==> config.mk <==
export PLATFORM = sky130hd
export DESIGN_NAME = serial_control_register
export DESIGN_NICKNAME = d
export VERILOG_FILES = /design/src/common/scr_pkg.sv /design/src/verilog/serial_control_register.sv /design/src/verilog/addr_frame_filter.sv /design/src/verilog/clk_pin_ctrl.sv
export SDC_FILE = /design/constraint.sdc
export NUM_CORES = 1
export LEC_CHECK = 0
export BUFFER_PORTS_ARGS = -buffer_cell sky130_fd_sc_hd__buf_2
export CORE_AREA = 3 3 79 81
export DETAILED_ROUTE_END_ITERATION = 8
export DIE_AREA = 0 0 82 84
export GPL_TIMING_DRIVEN = 0
export PLACE_DENSITY = 0.87
export RECOVER_POWER = 100
export SYNTH_ARGS = -nofsm -noshare
export SYNTH_HDL_FRONTEND = slang
export SYNTH_SLANG_ARGS = --single-unit
==> constraint.sdc <==
create_clock -name hclk -period 2.1 [get_ports hclk]
set_input_delay 0.105 -clock hclk [delete_from_list [all_inputs] [get_ports hclk]]
set_output_delay 0.105 -clock hclk [all_outputs]
set_load 0.02 [all_outputs]
==> src/common/scr_pkg.sv <==
// Purpose: shared constants for the serial control register block
// Assumes: 32-bit AHB-Lite register bus, one word per register
// Notes: offsets are byte addresses
`default_nettype none
package scr_pkg;
  // ----------------------------------------------------------------
  // register map
  // ----------------------------------------------------------------
  localparam logic [7:0] OFS_CTRL = 8'h00;
  localparam logic [7:0] OFS_IRQ_STATUS = 8'h04;
  localparam logic [7:0] OFS_IRQ_MASK = 8'h08;
  localparam logic [7:0] OFS_PIN_STATUS = 8'h0c;
  // ----------------------------------------------------------------
  // control field positions
  // ----------------------------------------------------------------
  localparam int BIT_TX_EMPTY_IRQ_EN = 7;
  localparam int BIT_RX_IRQ_EN = 6;
  localparam int BIT_TX_ON = 5;
  localparam int BIT_RX_ON = 4;
  localparam int BIT_ADDR_WAIT = 3;
  localparam int BIT_TX_DONE_IRQ_EN = 2;
  localparam int BIT_CLK_SEL_HI = 1;
  localparam int BIT_CLK_SEL_LO = 0;
  localparam logic [7:0] CTRL_RESET = 8'h00;
  // ----------------------------------------------------------------
  // event status / mask layout
  // ----------------------------------------------------------------
  localparam int EVT_W = 5;
  localparam int EVT_TX_EMPTY = 0;
  localparam int EVT_RX_FULL = 1;
  localparam int EVT_RX_ERROR = 2;
  localparam int EVT_TX_DONE = 3;
  localparam int EVT_ADDR_WAKE = 4;
  localparam logic [EVT_W-1:0] EVT_RESET = 5'h00;
  // ----------------------------------------------------------------
  // clock source codes
  // ----------------------------------------------------------------
  localparam logic [1:0] CLK_SEL_INT = 2'h0;
  localparam logic [1:0] CLK_SEL_INT_OUT = 2'h1;
  localparam logic [1:0] CLK_SEL_EXT = 2'h2;
  localparam logic [1:0] CLK_SEL_RSVD = 2'h3;
  // ----------------------------------------------------------------
  // bus constants
  // ----------------------------------------------------------------
  localparam logic [1:0] HTRANS_NONSEQ = 2'h2;
  localparam logic HRESP_OKAY = 1'b0;
  localparam logic [31:0] RDATA_RESET = 32'h0000_0000;
endpackage
`default_nettype wire

==> src/verilog/serial_control_register.sv <==
// Purpose: control register of a serial unit with AHB-Lite access
// Assumes: status conditions and frame events come from hclk logic
// Notes: zero wait state slave, every response OKAY
//
// Functional notes
// bit 7 gates the transmit-empty interrupt request.
// bit 6 gates both receive-full and receive-error requests.
// transmitter runs only while bit 5 is set.
// receiver runs only while bit 4 is set.
// address-wait bit 3 acts only in asynchronous address-frame mode.
// while waiting, frames with address bit 0 are discarded.
// skipped frames set no receive-full, framing or overrun flag.
// frame with address bit 1 clears the wait bit and is kept.
// bit 2 gates the transmit-end interrupt request.
// async code 00 uses internal clock, pin not driven.
// async code 01 uses internal clock, drives bit-rate clock on pin.
// async code 10 takes pin clock at sixteen times bit rate.
// sync code 00 uses internal clock and drives it on pin.
// sync code 10 makes the pin a clock input.
// software must not program the reserved clock codes.
// mode bit 0 selects asynchronous, 1 clocked synchronous operation.
// requests follow condition and enable; control resets to zero.
`default_nettype none
module serial_control_register (
  input wire logic hclk,
  input wire logic hresetn,
  input wire logic hsel,
  input wire logic [7:0] haddr,
  input wire logic [1:0] htrans,
  input wire logic hwrite,
  input wire logic [2:0] hsize,
  input wire logic [31:0] hwdata,
  input wire logic hready,
  output logic hreadyout,
  output logic hresp,
  output logic [31:0] hrdata,
  input wire logic sync_mode,
  input wire logic addr_frame_mode,
  input wire logic tx_empty_cond,
  input wire logic rx_full_cond,
  input wire logic rx_error_cond,
  input wire logic tx_done_cond,
  input wire logic frame_done,
  input wire logic frame_mpb,
  input wire logic frame_err,
  input wire logic frame_overrun,
  input wire logic bit_clk,
  input wire logic xfer_clk,
  input wire logic serial_clk_pin_in,
  output logic serial_clk_pin_out,
  output logic serial_clk_pin_oe,
  output logic ext_clk,
  output logic use_internal,
  output logic tx_on,
  output logic rx_on,
  output logic rx_full_flag_set,
  output logic frame_err_flag_set,
  output logic overrun_flag_set,
  output logic tx_empty_irq,
  output logic rx_full_irq,
  output logic rx_error_irq,
  output logic tx_done_irq,
  output logic irq
);
  import scr_pkg::*;
  typedef struct packed {
    logic [7:0] ctrl;
    logic [EVT_W-1:0] ists;
    logic [EVT_W-1:0] imask;
    logic wr_pend;
    logic [7:0] wr_addr;
    logic [31:0] rdata;
    logic tx_empty_irq;
    logic rx_full_irq;
    logic rx_error_irq;
    logic tx_done_irq;
    logic irq;
    logic rx_full_set;
    logic ferr_set;
    logic ovr_set;
  } top_s;
  top_s st_reg, st_next;
  logic keep, wake, sel_reserved;
  logic addr_ph;
  logic [EVT_W-1:0] evt;

  function automatic logic [31:0] read_mux(input top_s s, input logic [7:0] a,
                                           input logic rsvd);
    logic [31:0] r;
    r = 32'h0000_0000;
    unique case (a)
      OFS_CTRL: r[7:0] = s.ctrl;
      OFS_IRQ_STATUS: r[EVT_W-1:0] = s.ists;
      OFS_IRQ_MASK: r[EVT_W-1:0] = s.imask;
      OFS_PIN_STATUS: r[0] = rsvd;
      default: r = 32'h0000_0000;
    endcase
    return r;
  endfunction

  // ----------------------------------------------------------------
  // sub blocks
  // ----------------------------------------------------------------
  addr_frame_filter u_filter (
    .wait_bit(st_reg.ctrl[BIT_ADDR_WAIT]),
    .sync_mode(sync_mode),
    .addr_frame_mode(addr_frame_mode),
    .frame_done(frame_done),
    .frame_mpb(frame_mpb),
    .keep(keep),
    .wake(wake)
  );
  clk_pin_ctrl u_pin (
    .hclk(hclk),
    .hresetn(hresetn),
    .sync_mode(sync_mode),
    .clk_sel(st_reg.ctrl[BIT_CLK_SEL_HI:BIT_CLK_SEL_LO]),
    .bit_clk(bit_clk),
    .xfer_clk(xfer_clk),
    .pin_in(serial_clk_pin_in),
    .pin_out(serial_clk_pin_out),
    .pin_oe(serial_clk_pin_oe),
    .ext_clk(ext_clk),
    .use_internal(use_internal),
    .sel_reserved(sel_reserved)
  );

  // ----------------------------------------------------------------
  // next state
  // ----------------------------------------------------------------
  always_comb begin
    st_next = st_reg;
    addr_ph = hsel & hready & (htrans == HTRANS_NONSEQ);
    st_next.wr_pend = addr_ph & hwrite;
    if (addr_ph) begin
      st_next.wr_addr = haddr;
    end
    if (addr_ph && !hwrite) begin
      st_next.rdata = read_mux(st_reg, haddr, sel_reserved);
    end
    if (st_reg.wr_pend) begin
      unique case (st_reg.wr_addr)
        OFS_CTRL: st_next.ctrl = hwdata[7:0];
        OFS_IRQ_STATUS: st_next.ists = st_reg.ists & ~hwdata[EVT_W-1:0];
        OFS_IRQ_MASK: st_next.imask = hwdata[EVT_W-1:0];
        default: st_next.ctrl = st_reg.ctrl;
      endcase
    end
    if (wake) begin
      st_next.ctrl[BIT_ADDR_WAIT] = 1'b0;
    end
    st_next.tx_empty_irq = tx_empty_cond & st_reg.ctrl[BIT_TX_EMPTY_IRQ_EN];
    st_next.rx_full_irq = rx_full_cond & st_reg.ctrl[BIT_RX_IRQ_EN];
    st_next.rx_error_irq = rx_error_cond & st_reg.ctrl[BIT_RX_IRQ_EN];
    st_next.tx_done_irq = tx_done_cond & st_reg.ctrl[BIT_TX_DONE_IRQ_EN];
    st_next.rx_full_set = keep & st_reg.ctrl[BIT_RX_ON] & ~frame_err & ~frame_overrun;
    st_next.ferr_set = keep & st_reg.ctrl[BIT_RX_ON] & frame_err;
    st_next.ovr_set = keep & st_reg.ctrl[BIT_RX_ON] & frame_overrun;
    evt = '0;
    evt[EVT_TX_EMPTY] = st_next.tx_empty_irq & ~st_reg.tx_empty_irq;
    evt[EVT_RX_FULL] = st_next.rx_full_irq & ~st_reg.rx_full_irq;
    evt[EVT_RX_ERROR] = st_next.rx_error_irq & ~st_reg.rx_error_irq;
    evt[EVT_TX_DONE] = st_next.tx_done_irq & ~st_reg.tx_done_irq;
    evt[EVT_ADDR_WAKE] = wake;
    // set wins over write-one-to-clear
    st_next.ists = st_next.ists | evt;
    st_next.irq = |(st_next.ists & st_next.imask);
  end

  always_ff @(posedge hclk or negedge hresetn) begin
    if (!hresetn) begin
      st_reg <= '0;
    end else begin
      st_reg <= st_next;
    end
  end

  // ----------------------------------------------------------------
  // outputs
  // ----------------------------------------------------------------
  assign hreadyout = 1'b1;
  assign hresp = HRESP_OKAY;
  assign hrdata = st_reg.rdata;
  assign tx_on = st_reg.ctrl[BIT_TX_ON];
  assign rx_on = st_reg.ctrl[BIT_RX_ON];
  assign rx_full_flag_set = st_reg.rx_full_set;
  assign frame_err_flag_set = st_reg.ferr_set;
  assign overrun_flag_set = st_reg.ovr_set;
  assign tx_empty_irq = st_reg.tx_empty_irq;
  assign rx_full_irq = st_reg.rx_full_irq;
  assign rx_error_irq = st_reg.rx_error_irq;
  assign tx_done_irq = st_reg.tx_done_irq;
  assign irq = st_reg.irq;
endmodule
`default_nettype wire

==> src/verilog/addr_frame_filter.sv <==
// Purpose: decides per received frame whether it is kept or skipped
// Assumes: frame_done is a one-cycle pulse on hclk with its attributes valid
// Notes: purely combinational, the caller registers the results
`default_nettype none
module addr_frame_filter (
  input wire logic wait_bit,
  input wire logic sync_mode,
  input wire logic addr_frame_mode,
  input wire logic frame_done,
  input wire logic frame_mpb,
  output logic keep,
  output logic wake
);
  import scr_pkg::*;
  logic active;
  // ----------------------------------------------------------------
  // filter decision
  // ----------------------------------------------------------------
  always_comb begin
    active = wait_bit & ~sync_mode & addr_frame_mode;
    keep = frame_done & (~active | frame_mpb);
    wake = frame_done & active & frame_mpb;
  end
endmodule
`default_nettype wire

==> src/verilog/clk_pin_ctrl.sv <==
// Purpose: serial clock pin direction, drive and input sampling
// Assumes: bit_clk and xfer_clk are levels made on hclk
// Notes: pin input passes two flops before use
`default_nettype none
module clk_pin_ctrl (
  input wire logic hclk,
  input wire logic hresetn,
  input wire logic sync_mode,
  input wire logic [1:0] clk_sel,
  input wire logic bit_clk,
  input wire logic xfer_clk,
  input wire logic pin_in,
  output logic pin_out,
  output logic pin_oe,
  output logic ext_clk,
  output logic use_internal,
  output logic sel_reserved
);
  import scr_pkg::*;
  typedef struct packed {
    logic s1;
    logic s2;
    logic out;
    logic oe;
    logic intl;
    logic rsvd;
  } pin_s;
  pin_s st_reg, st_next;
  // ----------------------------------------------------------------
  // decode
  // ----------------------------------------------------------------
  always_comb begin
    st_next = st_reg;
    st_next.s1 = pin_in;
    st_next.s2 = st_reg.s1;
    st_next.out = 1'b0;
    st_next.oe = 1'b0;
    st_next.intl = 1'b0;
    st_next.rsvd = 1'b0;
    if (!sync_mode) begin
      unique case (clk_sel)
        CLK_SEL_INT: st_next.intl = 1'b1;
        CLK_SEL_INT_OUT: begin
          st_next.intl = 1'b1;
          st_next.oe = 1'b1;
          st_next.out = bit_clk;
        end
        CLK_SEL_EXT: st_next.intl = 1'b0;
        default: st_next.rsvd = 1'b1;
      endcase
    end else begin
      unique case (clk_sel)
        CLK_SEL_INT: begin
          st_next.intl = 1'b1;
          st_next.oe = 1'b1;
          st_next.out = xfer_clk;
        end
        CLK_SEL_EXT: st_next.intl = 1'b0;
        default: st_next.rsvd = 1'b1;
      endcase
    end
  end
  always_ff @(posedge hclk or negedge hresetn) begin
    if (!hresetn) begin
      st_reg <= '0;
    end else begin
      st_reg <= st_next;
    end
  end
  assign pin_out = st_reg.out;
  assign pin_oe = st_reg.oe;
  assign ext_clk = st_reg.s2;
  assign use_internal = st_reg.intl;
  assign sel_reserved = st_reg.rsvd;
endmodule
`default_nettype wire

# Yosys cells after proc, flatten, opt, wreduce, memory -nomap -nowiden
# Index checks and enable logic that the tools add are counted.
dict set report totals {
  reg_bits 49
  in_bits 63
  output_inout_bits 48
  elab_cells 91
}
dict set report op_classes {
  eq_ne 8
  n_mux 15
  n_bitwise 34
  n_reduce_logical 13
}
# cell n
set ops {}
lappend ops {{$eq 8x4->1 const B} 3}
lappend ops {{$and 1x1->1} 21}
lappend ops {{$eq 8x3->1 const B} 2}
lappend ops {{$logic_not 8->1} 2}
lappend ops {{$mux 14} 1}
lappend ops {{$pmux 4 s3} 1}
lappend ops {{$and 5x5->5} 2}
lappend ops {{$mux 5} 2}
lappend ops {{$mux 4} 2}
lappend ops {{$not 1->1} 8}
lappend ops {{$mux 1} 5}
lappend ops {{$not 5->5} 1}
lappend ops {{$or 5x5->5} 1}
lappend ops {{$reduce_or 5->1} 1}
lappend ops {{$eq 2x2->1 const B} 2}
lappend ops {{$mux 2} 2}
lappend ops {{$pmux 1 s4} 1}
lappend ops {{$reduce_and 2->1} 2}
lappend ops {{$reduce_bool 2->1} 2}
lappend ops {{$reduce_or 2->1} 2}
lappend ops {{$mux 3} 1}
lappend ops {{$reduce_or 3->1} 1}
lappend ops {{$eq 2x1->1 const B} 1}
lappend ops {{$logic_not 2->1} 1}
lappend ops {{3 further kinds} 3}

# Depth between registers and ports, before layout
dict set report logic_depth {
  ltp_word 9
  depth_mapped 6
  depth_no_buf 5
}

# By module
# A second synthesis with hierarchy kept.
dict set report hier_totals {
  hier_cells 192
  hier_area_um2 2297.2
}
# mod instances cells_per_inst area_per_inst_um2 seq_area_each_um2
set by_module_without_submodules {}
lappend by_module_without_submodules {serial_control_register 1 175 2067.0 1076.0}
lappend by_module_without_submodules {clk_pin_ctrl 1 13 195.2 150.1}
lappend by_module_without_submodules {addr_frame_filter 1 4 35.0 0.0}

# Worst setup path after synthesis
# OpenSTA, ideal clock, no wires.
dict set report synth_path {
  path_type {register -> register}
  start {register st_reg[45] in the netlist's numbering}
  end {register st_reg (netlist bit irq)}
  setup_ns 0.139
  t_arrival_ns 1.996
  required_ns 1.961
  setup_slack_ns -0.034
  stages_incl_launch_ff 7
  n_path_buf 1
  period_less_slack_ns 2.134
  path_cell_list {dfrtp_1 -> or4_1 -> buf_2 -> o41ai_2 -> o21a_1 -> o22ai_1 -> or4_1}
}
# element line
set synth_lines {}
lappend synth_lines {{from (decl)} serial_control_register.sv:82} ;# top_s st_reg, st_next;
lappend synth_lines {{from (signal assigned)} serial_control_register.sv:174} ;# st_reg <= st_next;

==> impl_metrics.ini <==
[detailed_routing]
firstDrtPassIters = 4
drc_errors = 0
wire_per_inst_um = 13.80
ant_nets = 0
vias = 1668
drtIter0Drc = 89
routed_wl_um = 5078
via_per_inst = 4.533

[clocking]
cts-root-buf = clkbuf_8
clk_path_buf_depth = 2
clk_pin_slew_ns = 0.08
htreeDepth = 2
cts-buffers-inserted = 5
cts.sinks = 49
clk_latency_ns = 0.30
tritoncts = yes

[place]
io_buffers = 54
place.gp.congestion = 0.7627
dp_hpwl_um = 3765

[final_layout]
multi_input_area_sq_um = 918.4
diodes = 0
filler_cell_count = 514
seq_area_sq_mm = 0.001226
fin_nets = 358
drive_gt1_share_pct = 35.47
area_growth_syn_to_layout_pct = 27.94
largest_reg_flops = 25

[pwr]
ir_worst_vdd_mv = 0.4298
power_density_mw_per_mm2 = 736.7
switching_share_pct = 29.51
intPower_w = 0.001550
p_switching_w = 0.0006491
leakage_nw = 1.531
p_seq_share_pct = 52.5
combPwrFrac_pct = 23.6
p_clk_share_pct = 23.8

[die]
die_w_um = 82
start_util_pct = 42.12
io_pins = 111
row_count = 27
core_sq_mm = 0.005540
dieArea_sq_mm = 0.006888
dieHeight_um = 84

[worst_setup_path]
crit_family = simple AND/OR/NAND/NOR gates
crit_cells = 6
path_buf_inv = 1
criticalPathCategory = flip-flop to flip-flop
crit_chain = or4b_1 -> buf_6 -> o31ai_4 -> o21ai_2 -> a21boi_2 -> or4_4
crit_arrival_ns = 2.41
cp-start-kind = flip-flop
critPathRequiredTime_ns = 2.27
critPathMaxStageDelay_ns = 0.54
cp_slowest_cell = or4b_1
path_max_fanout = 6
worst-r2r-cell-count = 6
endpoint_kind = flip-flop

[timing]
setup_viol = 1
finalCritPeriodShare_pct = 106.5
max_slew_margin_pct = 21.61
finClkSkew_ns = 0.009097
fmax_mhz = 446.9
timing.final.ws_setup_ns = -0.1375
hold_viol = 0
period_needed_ns = 2.238
final.setup.tns_ns = -0.1375
tightest_slew_ns = 1.176
hold_ws_ns = 0.01631
slew_violations = 0
rsz0062_at_grt = true

[hold_path]
holdPathStages = 3
hp-class = primary input to flip-flop

[synthesis]
synth_commonest_cells = dfrtp_1 (49), buf_4 (34), nand2_1 (14)
yosys.cell_count.top_type = dfrtp_1
ys_types = 40
syn_area_per_cell_sq_um = 11.67
netlist.area_leader.share_pct = 52.55
yosys_register_bits = 49
ys_top_cells_by_area = dfrtp_1 (53%), buf_4 (11%), mux2_1 (4.3%), mux2_2 (3.9%), mux2i_1 (3.0%)
synth_edf_count = 0
ys.flop_type = dfrtp_1
synthArstFlopShare_pct = 100.0
yosysTopAreaCell = dfrtp_1
syn_area_sq_mm = 0.002333
ys_warn_count = 0
seq_area_frac_synth_pct = 52.55
syn_inst = 200

[global_routing]
grt_max_degree = 50
grt_pass1_wl_um = 8045
antenna_found_initial = 0
grtUsageTotal_pct = 15.25
grt_pass1_vias = 1703
overflow = 0

[run]
maxCapViolCount = 0

[run_status]
failed_checks = negative setup slack
status = complete, but fails checks
[placed cells by master, fill, tap and decap left out, drive strengths merged, types with 2 or more instances in the layout]
master | Yosys | routed
clkbuf | 4 | 35
mux2 | 17 | 17
dfrtp | 49 | 49
a21oi | 3 | 3
nor3 | 3 | 3
o41ai | 4 | 4
nor2 | 3 | 3
o21ai | 7 | 7
or4 | 4 | 4
conb | 2 | 26
dlygate4sd3 | 0 | 3
mux2i | 7 | 7
nand3b | 2 | 2
nand2b | 2 | 2
a22o | 7 | 7
nand2 | 14 | 14
o21a | 3 | 3
buf | 36 | 74
and2 | 4 | 4
inv | 14 | 14
[tightest hold or removal path, stage by stage]
cell	delay, ns
buf_2	0.07
nand2_1	0.06
inv_1	0.05
[cells by family (layout without fill, tap and decap cells)]
kind of cell    Yosys count  in the layout  share of synthesized area, %
simple gates             40             40                         10.13
mux                      25             25                         12.17
xor+xnor                  1              1                        0.3754
other cells               2             26                        0.3218
buf+inv                  55            127                         14.42
flops                    49             49                         52.55
compound gates           28             28                         10.03
[cell type report]
class	count	area share, %
timing repair buffer	65	11.15
buffer	39	9.430
inverter	15	1.886
clock buffer	8	2.682
multi-input combinational	120	30.76
tap	72	3.018
sequential	49	41.07
[stage by stage]
stage | setup slack (ns) | utilization, % | instance area [sq um] | cells | power (W)
2_1_floorplan | -0.03166 | - | 2430 | 224 | 0.001454
3_3_place_gp | -0.2056 | 50.36 | 2790 | 350 | 0.001574
3_5_place_dp | -0.2712 | 50.36 | 2790 | 350 | 0.001596
4_1_cts | -0.1355 | 53.12 | 2943 | 363 | 0.002150
5_1_grt | -0.1975 | 53.88 | 2985 | 368 | 0.002329
6_report | -0.1375 | 53.88 | 2985 | 368 | 0.002199
[final timing paths]
check	start	endpoint	slack [ns]
worst max-delay path	st_reg[40]	irq	-0.14
worst min-delay path	rx_full_cond	rx_full_irq	0.02
worst max register to register	st_reg[40]	irq	-0.14
worst min register to register	u_pin.st_next[4]	u_pin.ext_clk	0.36
max in group asynchronous	hresetn	st_reg[42]	1.35
min in group asynchronous	hresetn	rx_full_irq	0.03
[power groups by stage]
stage	registers (W)	logic [W]	clock network, W
after floorplan	0.00116	0.000295	0
after global placement	0.00115	0.000426	0
after detailed placement	0.00115	0.000441	0
after CTS	0.00114	0.000468	0.000539
after global routing	0.00117	0.000567	0.000591
final	0.00116	0.000520	0.000524
[metal layers]
| layer | vias to the layer above | share of wire [%] | GRT usage, % |
|---|---|---|---|
| li1 | 815 | - | - |
| met1 | 785 | 40 | 18.30 |
| met2 | 60 | 52 | 25.64 |
| met3 | 8 | 6.8 | 4.752 |
| met4 | 0 | 1.3 | 4.683 |
| met5 | - | 0 | 0 |
[what timing repair did]
action / CTS / global route
endpoints found under the setup margin: 9 / 9
gates resized for setup: 8 / 6
hold buffers: 3 / 0
endpoints found under the hold margin: 2 / 0
buffers inserted: 3 / 5
pin swaps: 3 / 4
Note: power is estimated with default switching activity, not from simulation.
